<file path="config.mk">
export PLATFORM = sky130hd
export DESIGN_NAME = alid_core
export DESIGN_NICKNAME = d
export VERILOG_FILES = /design/src/inc/alid_pkg.sv /design/src/rtl/alid_alu.sv /design/src/rtl/alid_core.sv
export VERILOG_INCLUDE_DIRS = /design/src /design/src/inc
export SDC_FILE = /design/constraint.sdc
export NUM_CORES = 2
export LEC_CHECK = 0
export BUFFER_PORTS_ARGS = -buffer_cell sky130_fd_sc_hd__buf_2
export CORE_ASPECT_RATIO = 1.5
export CORE_MARGIN = 3
export CORE_UTILIZATION = 35
export CTS_CLUSTER_DIAMETER = 50
export DETAILED_ROUTE_END_ITERATION = 8
export GPL_ROUTABILITY_DRIVEN = 0
export HOLD_SLACK_MARGIN = 0.15
export SLEW_MARGIN = 10
export SYNTH_ARGS = -nofsm -noshare
export SYNTH_HDL_FRONTEND = slang
export SYNTH_HIERARCHICAL = 1
export SYNTH_SLANG_ARGS = --single-unit
</file>
<file path="constraint.sdc">
create_clock -name clk_sys -period 30.1 [get_ports clk_sys]
set_input_delay 6.02 -clock clk_sys [delete_from_list [all_inputs] [get_ports clk_sys]]
set_output_delay 6.02 -clock clk_sys [all_outputs]
set_load 0.01 [all_outputs]
</file>
<file path="src/inc/alid_map.svh">
// Opcode, address, field and timing constants of the arithmetic and logic decoder
`ifndef ALID_MAP_SVH
`define ALID_MAP_SVH

`define ALID_OPC_PROD      8'ha4
`define ALID_OPC_DIV       8'h84
`define ALID_OPC_ZERO      8'he4
`define ALID_OPC_INV       8'hf4
`define ALID_OPC_SWAP      8'hc4
`define ALID_OPC_ROTL      8'h23
`define ALID_OPC_ROTLC     8'h33
`define ALID_OPC_ROTR      8'h03
`define ALID_OPC_ROTRC     8'h13

`define ALID_ROW_ADD       4'h2
`define ALID_ROW_ADDCY     4'h3
`define ALID_ROW_SUBBR     4'h9
`define ALID_ROW_OR        4'h4
`define ALID_ROW_AND       4'h5
`define ALID_ROW_XOR       4'h6
`define ALID_LO_DIR        4'h5
`define ALID_LO_IMM        4'h4
`define ALID_LO_DACC       4'h2
`define ALID_LO_DIMM       4'h3
`define ALID_LO_IND        3'h3

`define ALID_SFR_ACC       8'he0
`define ALID_SFR_B         8'hf0
`define ALID_SFR_PSW       8'hd0

`define ALID_PSW_CY        7
`define ALID_PSW_AC        6
`define ALID_PSW_RS_HI     4
`define ALID_PSW_RS_LO     3
`define ALID_PSW_OV        2

`define ALID_RST_ACC       8'h00
`define ALID_RST_B         8'h00
`define ALID_RST_PSW       7'h00

`define ALID_MCYC_TIME_NS  1000
`define ALID_REF_OSC_KHZ   12000
`define ALID_OSC_PER_MCYC  ((`ALID_MCYC_TIME_NS * `ALID_REF_OSC_KHZ) / 1000000)
`define ALID_CYC_SHORT     3'd1
`define ALID_CYC_LONG      3'd2
`define ALID_CYC_MULDIV    3'd4

`endif

</file>
<file path="src/inc/alid_pkg.sv">
// Types shared by the arithmetic and logic decoder
`default_nettype none
package alid_pkg;

	typedef enum logic [3:0] {
		ALID_ALU_ADD  = 4'h0,
		ALID_ALU_ADDCY = 4'h1,
		ALID_ALU_SUBBR = 4'h2,
		ALID_ALU_AND   = 4'h3,
		ALID_ALU_OR    = 4'h4,
		ALID_ALU_XOR   = 4'h5,
		ALID_ALU_ZERO  = 4'h6,
		ALID_ALU_INV   = 4'h7,
		ALID_ALU_ROTL  = 4'h8,
		ALID_ALU_ROTLC = 4'h9,
		ALID_ALU_ROTR  = 4'ha,
		ALID_ALU_ROTRC = 4'hb,
		ALID_ALU_SWAP  = 4'hc,
		ALID_ALU_PROD  = 4'hd,
		ALID_ALU_DIV  = 4'he,
		ALID_ALU_NONE = 4'hf
	} alid_alu_op_t;

	typedef enum logic [1:0] {
		ALID_ST_IDLE  = 2'b00,
		ALID_ST_FETCH = 2'b01,
		ALID_ST_EXEC  = 2'b10,
		ALID_ST_HOLD  = 2'b11
	} alid_state_t;

endpackage
`default_nettype wire

</file>
<file path="src/rtl/alid_alu.sv">
// Combinational arithmetic and logic unit for the accumulator instructions
`timescale 1ns/100ps
`default_nettype none
module alid_alu
	import alid_pkg::*;
(
	// Operation and operands
	input  wire alid_alu_op_t op,
	input  wire logic [7:0]   opa,
	input  wire logic [7:0]   opb,
	input  wire logic [7:0]   b_in,
	input  wire logic         cy_in,
	// Results
	output logic [7:0]        res,
	output logic [7:0]        res_b,
	output logic              cy_out,
	output logic              ac_out,
	output logic              ov_out,
	output logic              upd_cy,
	output logic              upd_acov,
	output logic              wr_b
);

	logic [8:0]  wide;
	logic [4:0]  half;
	logic [15:0] prod;

	always_comb begin
		wide     = 9'h000;
		half     = 5'h00;
		prod     = 16'h0000;
		res      = opa;
		res_b    = b_in;
		cy_out   = cy_in;
		ac_out   = 1'b0;
		ov_out   = 1'b0;
		upd_cy   = 1'b0;
		upd_acov = 1'b0;
		wr_b     = 1'b0;
		case (op)
			ALID_ALU_ADD, ALID_ALU_ADDCY: begin
				// Carry only enters for the with-carry row
				wide     = {1'b0, opa} + {1'b0, opb} + {8'h00, cy_in & (op == ALID_ALU_ADDCY)};
				half     = {1'b0, opa[3:0]} + {1'b0, opb[3:0]} + {4'h0, cy_in & (op == ALID_ALU_ADDCY)};
				res      = wide[7:0];
				cy_out   = wide[8];
				ac_out   = half[4];
				ov_out   = (opa[7] == opb[7]) && (wide[7] != opa[7]);
				upd_cy   = 1'b1;
				upd_acov = 1'b1;
			end
			ALID_ALU_SUBBR: begin
				wide     = {1'b0, opa} - {1'b0, opb} - {8'h00, cy_in};
				half     = {1'b0, opa[3:0]} - {1'b0, opb[3:0]} - {4'h0, cy_in};
				res      = wide[7:0];
				cy_out   = wide[8];
				ac_out   = half[4];
				ov_out   = (opa[7] != opb[7]) && (wide[7] != opa[7]);
				upd_cy   = 1'b1;
				upd_acov = 1'b1;
			end
			ALID_ALU_AND:  res = opa & opb;
			ALID_ALU_OR:   res = opa | opb;
			ALID_ALU_XOR:  res = opa ^ opb;
			ALID_ALU_ZERO: res = 8'h00;
			ALID_ALU_INV:  res = ~opa;
			ALID_ALU_SWAP: res = {opa[3:0], opa[7:4]};
			ALID_ALU_ROTL: res = {opa[6:0], opa[7]};
			ALID_ALU_ROTR: res = {opa[0], opa[7:1]};
			ALID_ALU_ROTLC: begin
				res    = {opa[6:0], cy_in};
				cy_out = opa[7];
				upd_cy = 1'b1;
			end
			ALID_ALU_ROTRC: begin
				res    = {cy_in, opa[7:1]};
				cy_out = opa[0];
				upd_cy = 1'b1;
			end
			ALID_ALU_PROD: begin
				prod     = opa * b_in;
				res      = prod[7:0];
				res_b    = prod[15:8];
				cy_out   = 1'b0;
				ov_out   = (prod[15:8] != 8'h00);
				upd_cy   = 1'b1;
				upd_acov = 1'b1;
				wr_b     = 1'b1;
			end
			ALID_ALU_DIV: begin
				// Divide by zero leaves A and B alone and flags overflow
				cy_out   = 1'b0;
				ov_out   = (b_in == 8'h00);
				upd_cy   = 1'b1;
				upd_acov = 1'b1;
				if (b_in != 8'h00) begin
					res   = opa / b_in;
					res_b = opa % b_in;
					wr_b  = 1'b1;
				end
			end
			default: res = opa;
		endcase
		ac_out = upd_acov ? ac_out : cy_in;
	end

endmodule
`default_nettype wire

</file>
<file path="src/rtl/alid_core.sv">
// Arithmetic and logic instruction decoder and executer with its accumulator, B, status and internal RAM
`timescale 1ns/100ps
`default_nettype none
`include "alid_map.svh"
module alid_core
	import alid_pkg::*;
#(
	parameter int OSC_PER_MCYC = `ALID_OSC_PER_MCYC,
	parameter int RAM_DEPTH    = 128
)(
	// Clock and reset
	input  wire logic       clk_sys,
	input  wire logic       sys_rst,
	// Code bytes from the fetch logic
	input  wire logic       code_valid,
	input  wire logic [7:0] code_byte,
	output logic            code_ready,
	// Instruction status
	output logic            busy,
	output logic            instr_done,
	output logic            instr_unknown,
	output logic [1:0]      instr_len,
	output logic [2:0]      instr_cyc,
	// Architectural state
	output logic [7:0]      acc,
	output logic [7:0]      b_reg,
	output logic [7:0]      psw
);

	localparam int RAM_AW = $clog2(RAM_DEPTH);

	alid_state_t state;
	logic [7:0]  opc;
	logic [7:0]  opnd1;
	logic [7:0]  opnd2;
	logic [1:0]  bytes_left;
	logic [7:0]  cnt;
	logic [6:0]  psw_hi;
	logic [7:0]  ram [RAM_DEPTH];

	// Decode works on the incoming byte while idle, on the held opcode afterwards
	wire        idle      = (state == ALID_ST_IDLE);
	wire [7:0]  dec_byte  = idle ? code_byte : opc;
	wire [3:0]  hi        = dec_byte[7:4];
	wire [3:0]  lo        = dec_byte[3:0];
	wire        row_arith = (hi == `ALID_ROW_ADD) | (hi == `ALID_ROW_ADDCY) | (hi == `ALID_ROW_SUBBR);
	wire        row_logic = (hi == `ALID_ROW_OR) | (hi == `ALID_ROW_AND) | (hi == `ALID_ROW_XOR);
	wire        row_two   = row_arith | row_logic;
	wire        form_reg  = row_two & lo[3];
	wire        form_dir  = row_two & (lo == `ALID_LO_DIR);
	wire        form_ind  = row_two & (lo[3:1] == `ALID_LO_IND);
	wire        form_imm  = row_two & (lo == `ALID_LO_IMM);
	wire        form_dacc = row_logic & (lo == `ALID_LO_DACC);
	wire        form_dimm = row_logic & (lo == `ALID_LO_DIMM);
	wire        is_muldiv = (dec_byte == `ALID_OPC_PROD) | (dec_byte == `ALID_OPC_DIV);
	wire        is_single = (dec_byte == `ALID_OPC_ZERO) | (dec_byte == `ALID_OPC_INV) | (dec_byte == `ALID_OPC_SWAP)
		| (dec_byte == `ALID_OPC_ROTL) | (dec_byte == `ALID_OPC_ROTLC) | (dec_byte == `ALID_OPC_ROTR)
		| (dec_byte == `ALID_OPC_ROTRC);
	wire        known     = form_reg | form_dir | form_ind | form_imm | form_dacc | form_dimm | is_muldiv | is_single;
	wire        dest_dir  = form_dacc | form_dimm;

	// Instruction byte count and machine cycles per form
	wire [1:0]  dec_len   = form_dimm ? 2'd3 : (form_dir | form_imm | form_dacc) ? 2'd2 : 2'd1;
	wire [2:0]  dec_cyc   = is_muldiv ? `ALID_CYC_MULDIV : form_dimm ? `ALID_CYC_LONG : `ALID_CYC_SHORT;

	// Machine cycles become clock counts; the load leaves room for the accept and return edges
	wire [7:0]  cnt_load  = 8'(int'(dec_cyc) * OSC_PER_MCYC - 2);

	// Register and pointer addressing within the active bank
	wire [1:0]  bank      = psw_hi[`ALID_PSW_RS_HI - 1:`ALID_PSW_RS_LO - 1];
	wire [4:0]  wreg_addr = {bank, opc[2:0]};
	wire [4:0]  ptr_addr  = {bank, 2'b00, opc[0]};
	wire [7:0]  ptr_val   = ram[RAM_AW'(ptr_addr)];
	wire [7:0]  ind_val   = ram[ptr_val[RAM_AW - 1:0]];
	wire [7:0]  psw_full  = {psw_hi, ^acc};

	// Direct space: low half is internal RAM, upper half holds the few registers kept here
	wire        dir_ram   = ~opnd1[7];
	wire [7:0]  dir_val   = dir_ram ? ram[opnd1[RAM_AW - 1:0]]
		: (opnd1 == `ALID_SFR_ACC) ? acc
		: (opnd1 == `ALID_SFR_B) ? b_reg
		: (opnd1 == `ALID_SFR_PSW) ? psw_full : 8'h00;

	wire [7:0]  src_val   = form_reg ? ram[RAM_AW'(wreg_addr)]
		: form_dir ? dir_val
		: form_ind ? ind_val
		: form_imm ? opnd1
		: form_dimm ? opnd2 : acc;
	wire [7:0]  alu_a     = dest_dir ? dir_val : acc;

	alid_alu_op_t alu_op;
	assign alu_op = ~known ? ALID_ALU_NONE
		: (opc == `ALID_OPC_PROD) ? ALID_ALU_PROD
		: (opc == `ALID_OPC_DIV) ? ALID_ALU_DIV
		: (opc == `ALID_OPC_ZERO) ? ALID_ALU_ZERO
		: (opc == `ALID_OPC_INV) ? ALID_ALU_INV
		: (opc == `ALID_OPC_SWAP) ? ALID_ALU_SWAP
		: (opc == `ALID_OPC_ROTL) ? ALID_ALU_ROTL
		: (opc == `ALID_OPC_ROTLC) ? ALID_ALU_ROTLC
		: (opc == `ALID_OPC_ROTR) ? ALID_ALU_ROTR
		: (opc == `ALID_OPC_ROTRC) ? ALID_ALU_ROTRC
		: (hi == `ALID_ROW_ADD) ? ALID_ALU_ADD
		: (hi == `ALID_ROW_ADDCY) ? ALID_ALU_ADDCY
		: (hi == `ALID_ROW_SUBBR) ? ALID_ALU_SUBBR
		: (hi == `ALID_ROW_AND) ? ALID_ALU_AND
		: (hi == `ALID_ROW_OR) ? ALID_ALU_OR : ALID_ALU_XOR;

	logic [7:0] alu_res;
	logic [7:0] alu_res_b;
	logic       alu_cy;
	logic       alu_ac;
	logic       alu_ov;
	logic       alu_upd_cy;
	logic       alu_upd_acov;
	logic       alu_wr_b;

	alid_alu u_alu (
		.op       (alu_op),
		.opa      (alu_a),
		.opb      (src_val),
		.b_in     (b_reg),
		.cy_in    (psw_hi[`ALID_PSW_CY - 1]),
		.res      (alu_res),
		.res_b    (alu_res_b),
		.cy_out   (alu_cy),
		.ac_out   (alu_ac),
		.ov_out   (alu_ov),
		.upd_cy   (alu_upd_cy),
		.upd_acov (alu_upd_acov),
		.wr_b     (alu_wr_b)
	);

	// Handshake and sequencing
	wire        exec      = (state == ALID_ST_EXEC);
	wire        take      = code_valid & code_ready;
	wire        cnt_zero  = (cnt == 8'h00);
	wire        wr_dir    = exec & dest_dir;
	wire        wr_acc    = exec & known & ~dest_dir;

	assign code_ready = idle | (state == ALID_ST_FETCH);
	assign busy       = ~idle;
	assign psw        = psw_full;

	alid_state_t next_state;
	assign next_state = idle ? (take ? ((dec_len == 2'd1) ? ALID_ST_EXEC : ALID_ST_FETCH) : ALID_ST_IDLE)
		: (state == ALID_ST_FETCH) ? ((take && bytes_left == 2'd1) ? ALID_ST_EXEC : ALID_ST_FETCH)
		: (exec | (state == ALID_ST_HOLD)) ? (cnt_zero ? ALID_ST_IDLE : ALID_ST_HOLD) : ALID_ST_IDLE;

	always_ff @(posedge clk_sys) begin
		if (sys_rst) begin
			state <= ALID_ST_IDLE;
			cnt   <= 8'h00;
		end else begin
			state <= next_state;
			cnt   <= (idle & take) ? cnt_load : (cnt_zero ? cnt : cnt - 8'h01);
		end
	end

	// Opcode and operand capture; operands arrive in program order
	always_ff @(posedge clk_sys) begin
		if (sys_rst) begin
			opc        <= 8'h00;
			opnd1      <= 8'h00;
			opnd2      <= 8'h00;
			bytes_left <= 2'd0;
			instr_len  <= 2'd0;
			instr_cyc  <= 3'd0;
		end else if (take) begin
			if (idle) begin
				opc        <= code_byte;
				bytes_left <= dec_len - 2'd1;
				instr_len  <= dec_len;
				instr_cyc  <= dec_cyc;
			end else begin
				bytes_left <= bytes_left - 2'd1;
				if (instr_len - bytes_left == 2'd1)
					opnd1 <= code_byte;
				else
					opnd2 <= code_byte;
			end
		end
	end

	// Completion pulse when the instruction gives up its last machine cycle
	always_ff @(posedge clk_sys) begin
		if (sys_rst) begin
			instr_done    <= 1'b0;
			instr_unknown <= 1'b0;
		end else begin
			instr_done    <= ~idle & (next_state == ALID_ST_IDLE);
			instr_unknown <= exec & ~known;
		end
	end

	// Accumulator and B
	wire [7:0] next_acc = wr_acc ? alu_res : (wr_dir && opnd1 == `ALID_SFR_ACC) ? alu_res : acc;
	wire [7:0] next_b   = (exec & alu_wr_b) ? alu_res_b : (wr_dir && opnd1 == `ALID_SFR_B) ? alu_res : b_reg;

	always_ff @(posedge clk_sys) begin
		if (sys_rst) begin
			acc   <= `ALID_RST_ACC;
			b_reg <= `ALID_RST_B;
		end else begin
			acc   <= next_acc;
			b_reg <= next_b;
		end
	end

	// Status: logic results to a direct byte never touch the flags, so the two writes cannot meet
	logic [6:0] next_psw_hi;
	always_comb begin
		next_psw_hi = psw_hi;
		if (wr_dir && opnd1 == `ALID_SFR_PSW)
			next_psw_hi = alu_res[7:1];
		if (exec & alu_upd_cy)
			next_psw_hi[`ALID_PSW_CY - 1] = alu_cy;
		if (exec & alu_upd_acov) begin
			next_psw_hi[`ALID_PSW_AC - 1] = alu_ac;
			next_psw_hi[`ALID_PSW_OV - 1] = alu_ov;
		end
	end

	always_ff @(posedge clk_sys) begin
		if (sys_rst)
			psw_hi <= `ALID_RST_PSW;
		else
			psw_hi <= next_psw_hi;
	end

	// Internal RAM is not cleared by reset
	always_ff @(posedge clk_sys) begin
		if (wr_dir & dir_ram)
			ram[opnd1[RAM_AW - 1:0]] <= alu_res;
	end

endmodule
`default_nettype wire

</file>
==> impl_metrics.ini <==
[flow_run]
cap_violations = 0

[clock_network]
htree_levels = 3
cts_root_buf = clkbuf_16
cts_setup_buffers = 0
path_clk_slew_ps = 60
cts_buffer_depth = 3
cts_num_sinks = 1097
clk_latency_ps = 750
cts-buffers-inserted = 109
cts_tree = done
cts-hold-fix-buffers = 0
cts_resized = 0

[floorplan]
die_x_um = 349.9
dieArea_mm2 = 0.1826
fp.dieH_um = 521.9
io_pins = 44
core_area_mm2 = 0.1757
start_util_pct = 35.35
row_count = 188

[route]
routed_via_density = 6.347
drt_drc_violations_left = 0
drt-wirelength-per-cell_um = 31.63
postRouteAntennaNets = 0
route.vias.total = 45930
routed_wl_um = 228900
drtPass1Iterations = 6
drt_iter0_drc = 6251

[timing]
finClkSkew_ps = 33.07
rsz0062_at_grt = false
finalCritPeriodShare_pct = 67.41
hold_viol = 0
min_period_ps = 20290
drv_slew = 0
setup_viol = 0
tns_ps = 0
fmax_ghz = 0.04929
relSlewSlack_pct = 6.196
worst_pin_slew_ps = 1404

[min_path]
hp-class = register to register
hp-start = instr_cyc[2]

[worst_setup_path]
arrival_ps = 20660
critPathKind = primary input to register
cpMostUsedCell = ha_1
path_max_fanout = 111
cp.required_ps = 30470
crit_path_top_delay_cell = buf_4
start_kind = primary input
setup.worst_path.start = code_byte[6]
max_stage_delay_ps = 940
cp-end-kind = register
regToRegSetupSlack_ps = 11940

[yosys]
synthesis.nets = 5078
syn_area_mm2 = 0.06211
synthTopCellsByCount = edfxtp_1 (1024), nand2_1 (765), mux4_2 (414), nor2_1 (352), nand3_1 (339)
synth_edf_count = 1024
synth_top_area_share_pct = 49.51
yosysSeqAreaShare_pct = 51.86
synthCells = 4915
synthFlopType = edfxtp_1
syn_avg_cell_area_um2 = 12.64
synth_area_leader_cell = edfxtp_1
synth_cell_types = 106
yosys.cell_count.top_type = edfxtp_1
yosys_warnings = 6
synthArstFlopShare_pct = 0
synth_area_leaders = edfxtp_1 (50%), mux4_2 (15%), mux2i_1 (5.0%)
yosys_register_bits = 1097

[global_routing]
grt_pass1_wl_um = 325200
grt_remaining_overflow = 0
antenna_found_initial = 21
grt_use_total_pct = 24.67
grt_pass1_vias = 45280
grt_start_max_net_pins = 114

[cells_and_area]
largest_reg_flops = 1024
stdcell_area_mm2 = 0.06850
multi_input_area_mm2 = 0.02803
drive_above_1_share_pct = 17.70
nFillCells = 16510
regArea_mm2 = 0.03223
nNetsFinal = 5015
area_delta_synth_final_pct = 10.29

[placement]
dp_hpwl_um = 155800
port-buffer-count = 43
post_dp_cell_area_mm2 = 0.06476

[run_status]
status = complete, no violations
[kinds of logic after synthesis]
kind of cell / after synthesis / synth area share, %
and+or+nand+nor: 1740 / 12.44
DFF: 1097 / 51.86
muxes: 763 / 20.72
AOI/OAI and AO/OA: 648 / 7.394
buffers and inverters: 463 / 3.292
adders and majority gates: 152 / 3.558
xor gates and xnor gates: 52 / 0.7333
[cell type report]
type | instances | area share (%)
Clock buffer | 126 | 4.152
Sequential cell | 1097 | 47.05
Multi-Input combinational cell | 3355 | 40.92
Antenna cell | 12 | 0.04384
Inverter | 105 | 0.5754
Tap cell | 2280 | 4.165
Clock inverter | 77 | 1.167
Timing Repair Buffer | 184 | 1.922
[through the flow]
| step | utilization [%] | hold WS [ps] | std cells | worst slack, ps |
|---|---|---|---|---|
| 6_report | 38.98 | 451.7 | 7236 | 9810 |
| 5_1_grt | 38.97 | 478.6 | 7227 | 9006 |
| 4_1_cts | 38.93 | 452.5 | 7219 | 10210 |
| 3_3_place_gp | 36.85 | 441.6 | 7016 | 9917 |
| 2_1_floorplan | - | 454.1 | 4915 | 9461 |
| 3_5_place_dp | 36.85 | 443.7 | 7016 | 9486 |
[critical path: cells and delay by family]
kind	cells	cell delay, ps
buffers and inverters	3	1330
adders and majority gates	8	2600
muxes	1	500
and+or+nand+nor	12	3070
AOI/OAI and AO/OA	26	6990
[layout by cell type, fill, tap and decap left out, types with 34 or more instances in the layout]
cell,instances
clkbuf_16,111
mux2_2,34
edfxtp_1,1024
a21oi_1,114
mux4_2,412
and3_1,67
buf_2,43
a211oi_1,46
mux2i_1,307
o21ai_0,113
a22oi_1,38
nand3_1,339
nand2_1,764
nor3_1,41
fa_1,41
inv_1,100
nor2_1,343
nor2b_1,35
buf_4,134
dfxtp_1,65
xnor2_1,37
ha_1,111
a311oi_1,64
[layer usage]
layer	vias up	global-route usage, %	routed length, um
met2	2994	40.64	109700
li1	18940	-	-
met1	23080	26.99	74090
met3	909	5.125	20610
met5	-	0	47
met4	8	21.51	24410
[path summary, 6_finish.rpt]
kind              cells after the start            to
setup / recovery                     50    ram[26][0]
hold / removal                        2  instr_cyc[2]
setup reg to reg                     54    ram[26][0]
hold reg to reg                       2  instr_cyc[2]
Power is left out: the tool's default activity adds up to more than one toggle a clock period on the data nets, which glitch-free logic cannot reach.
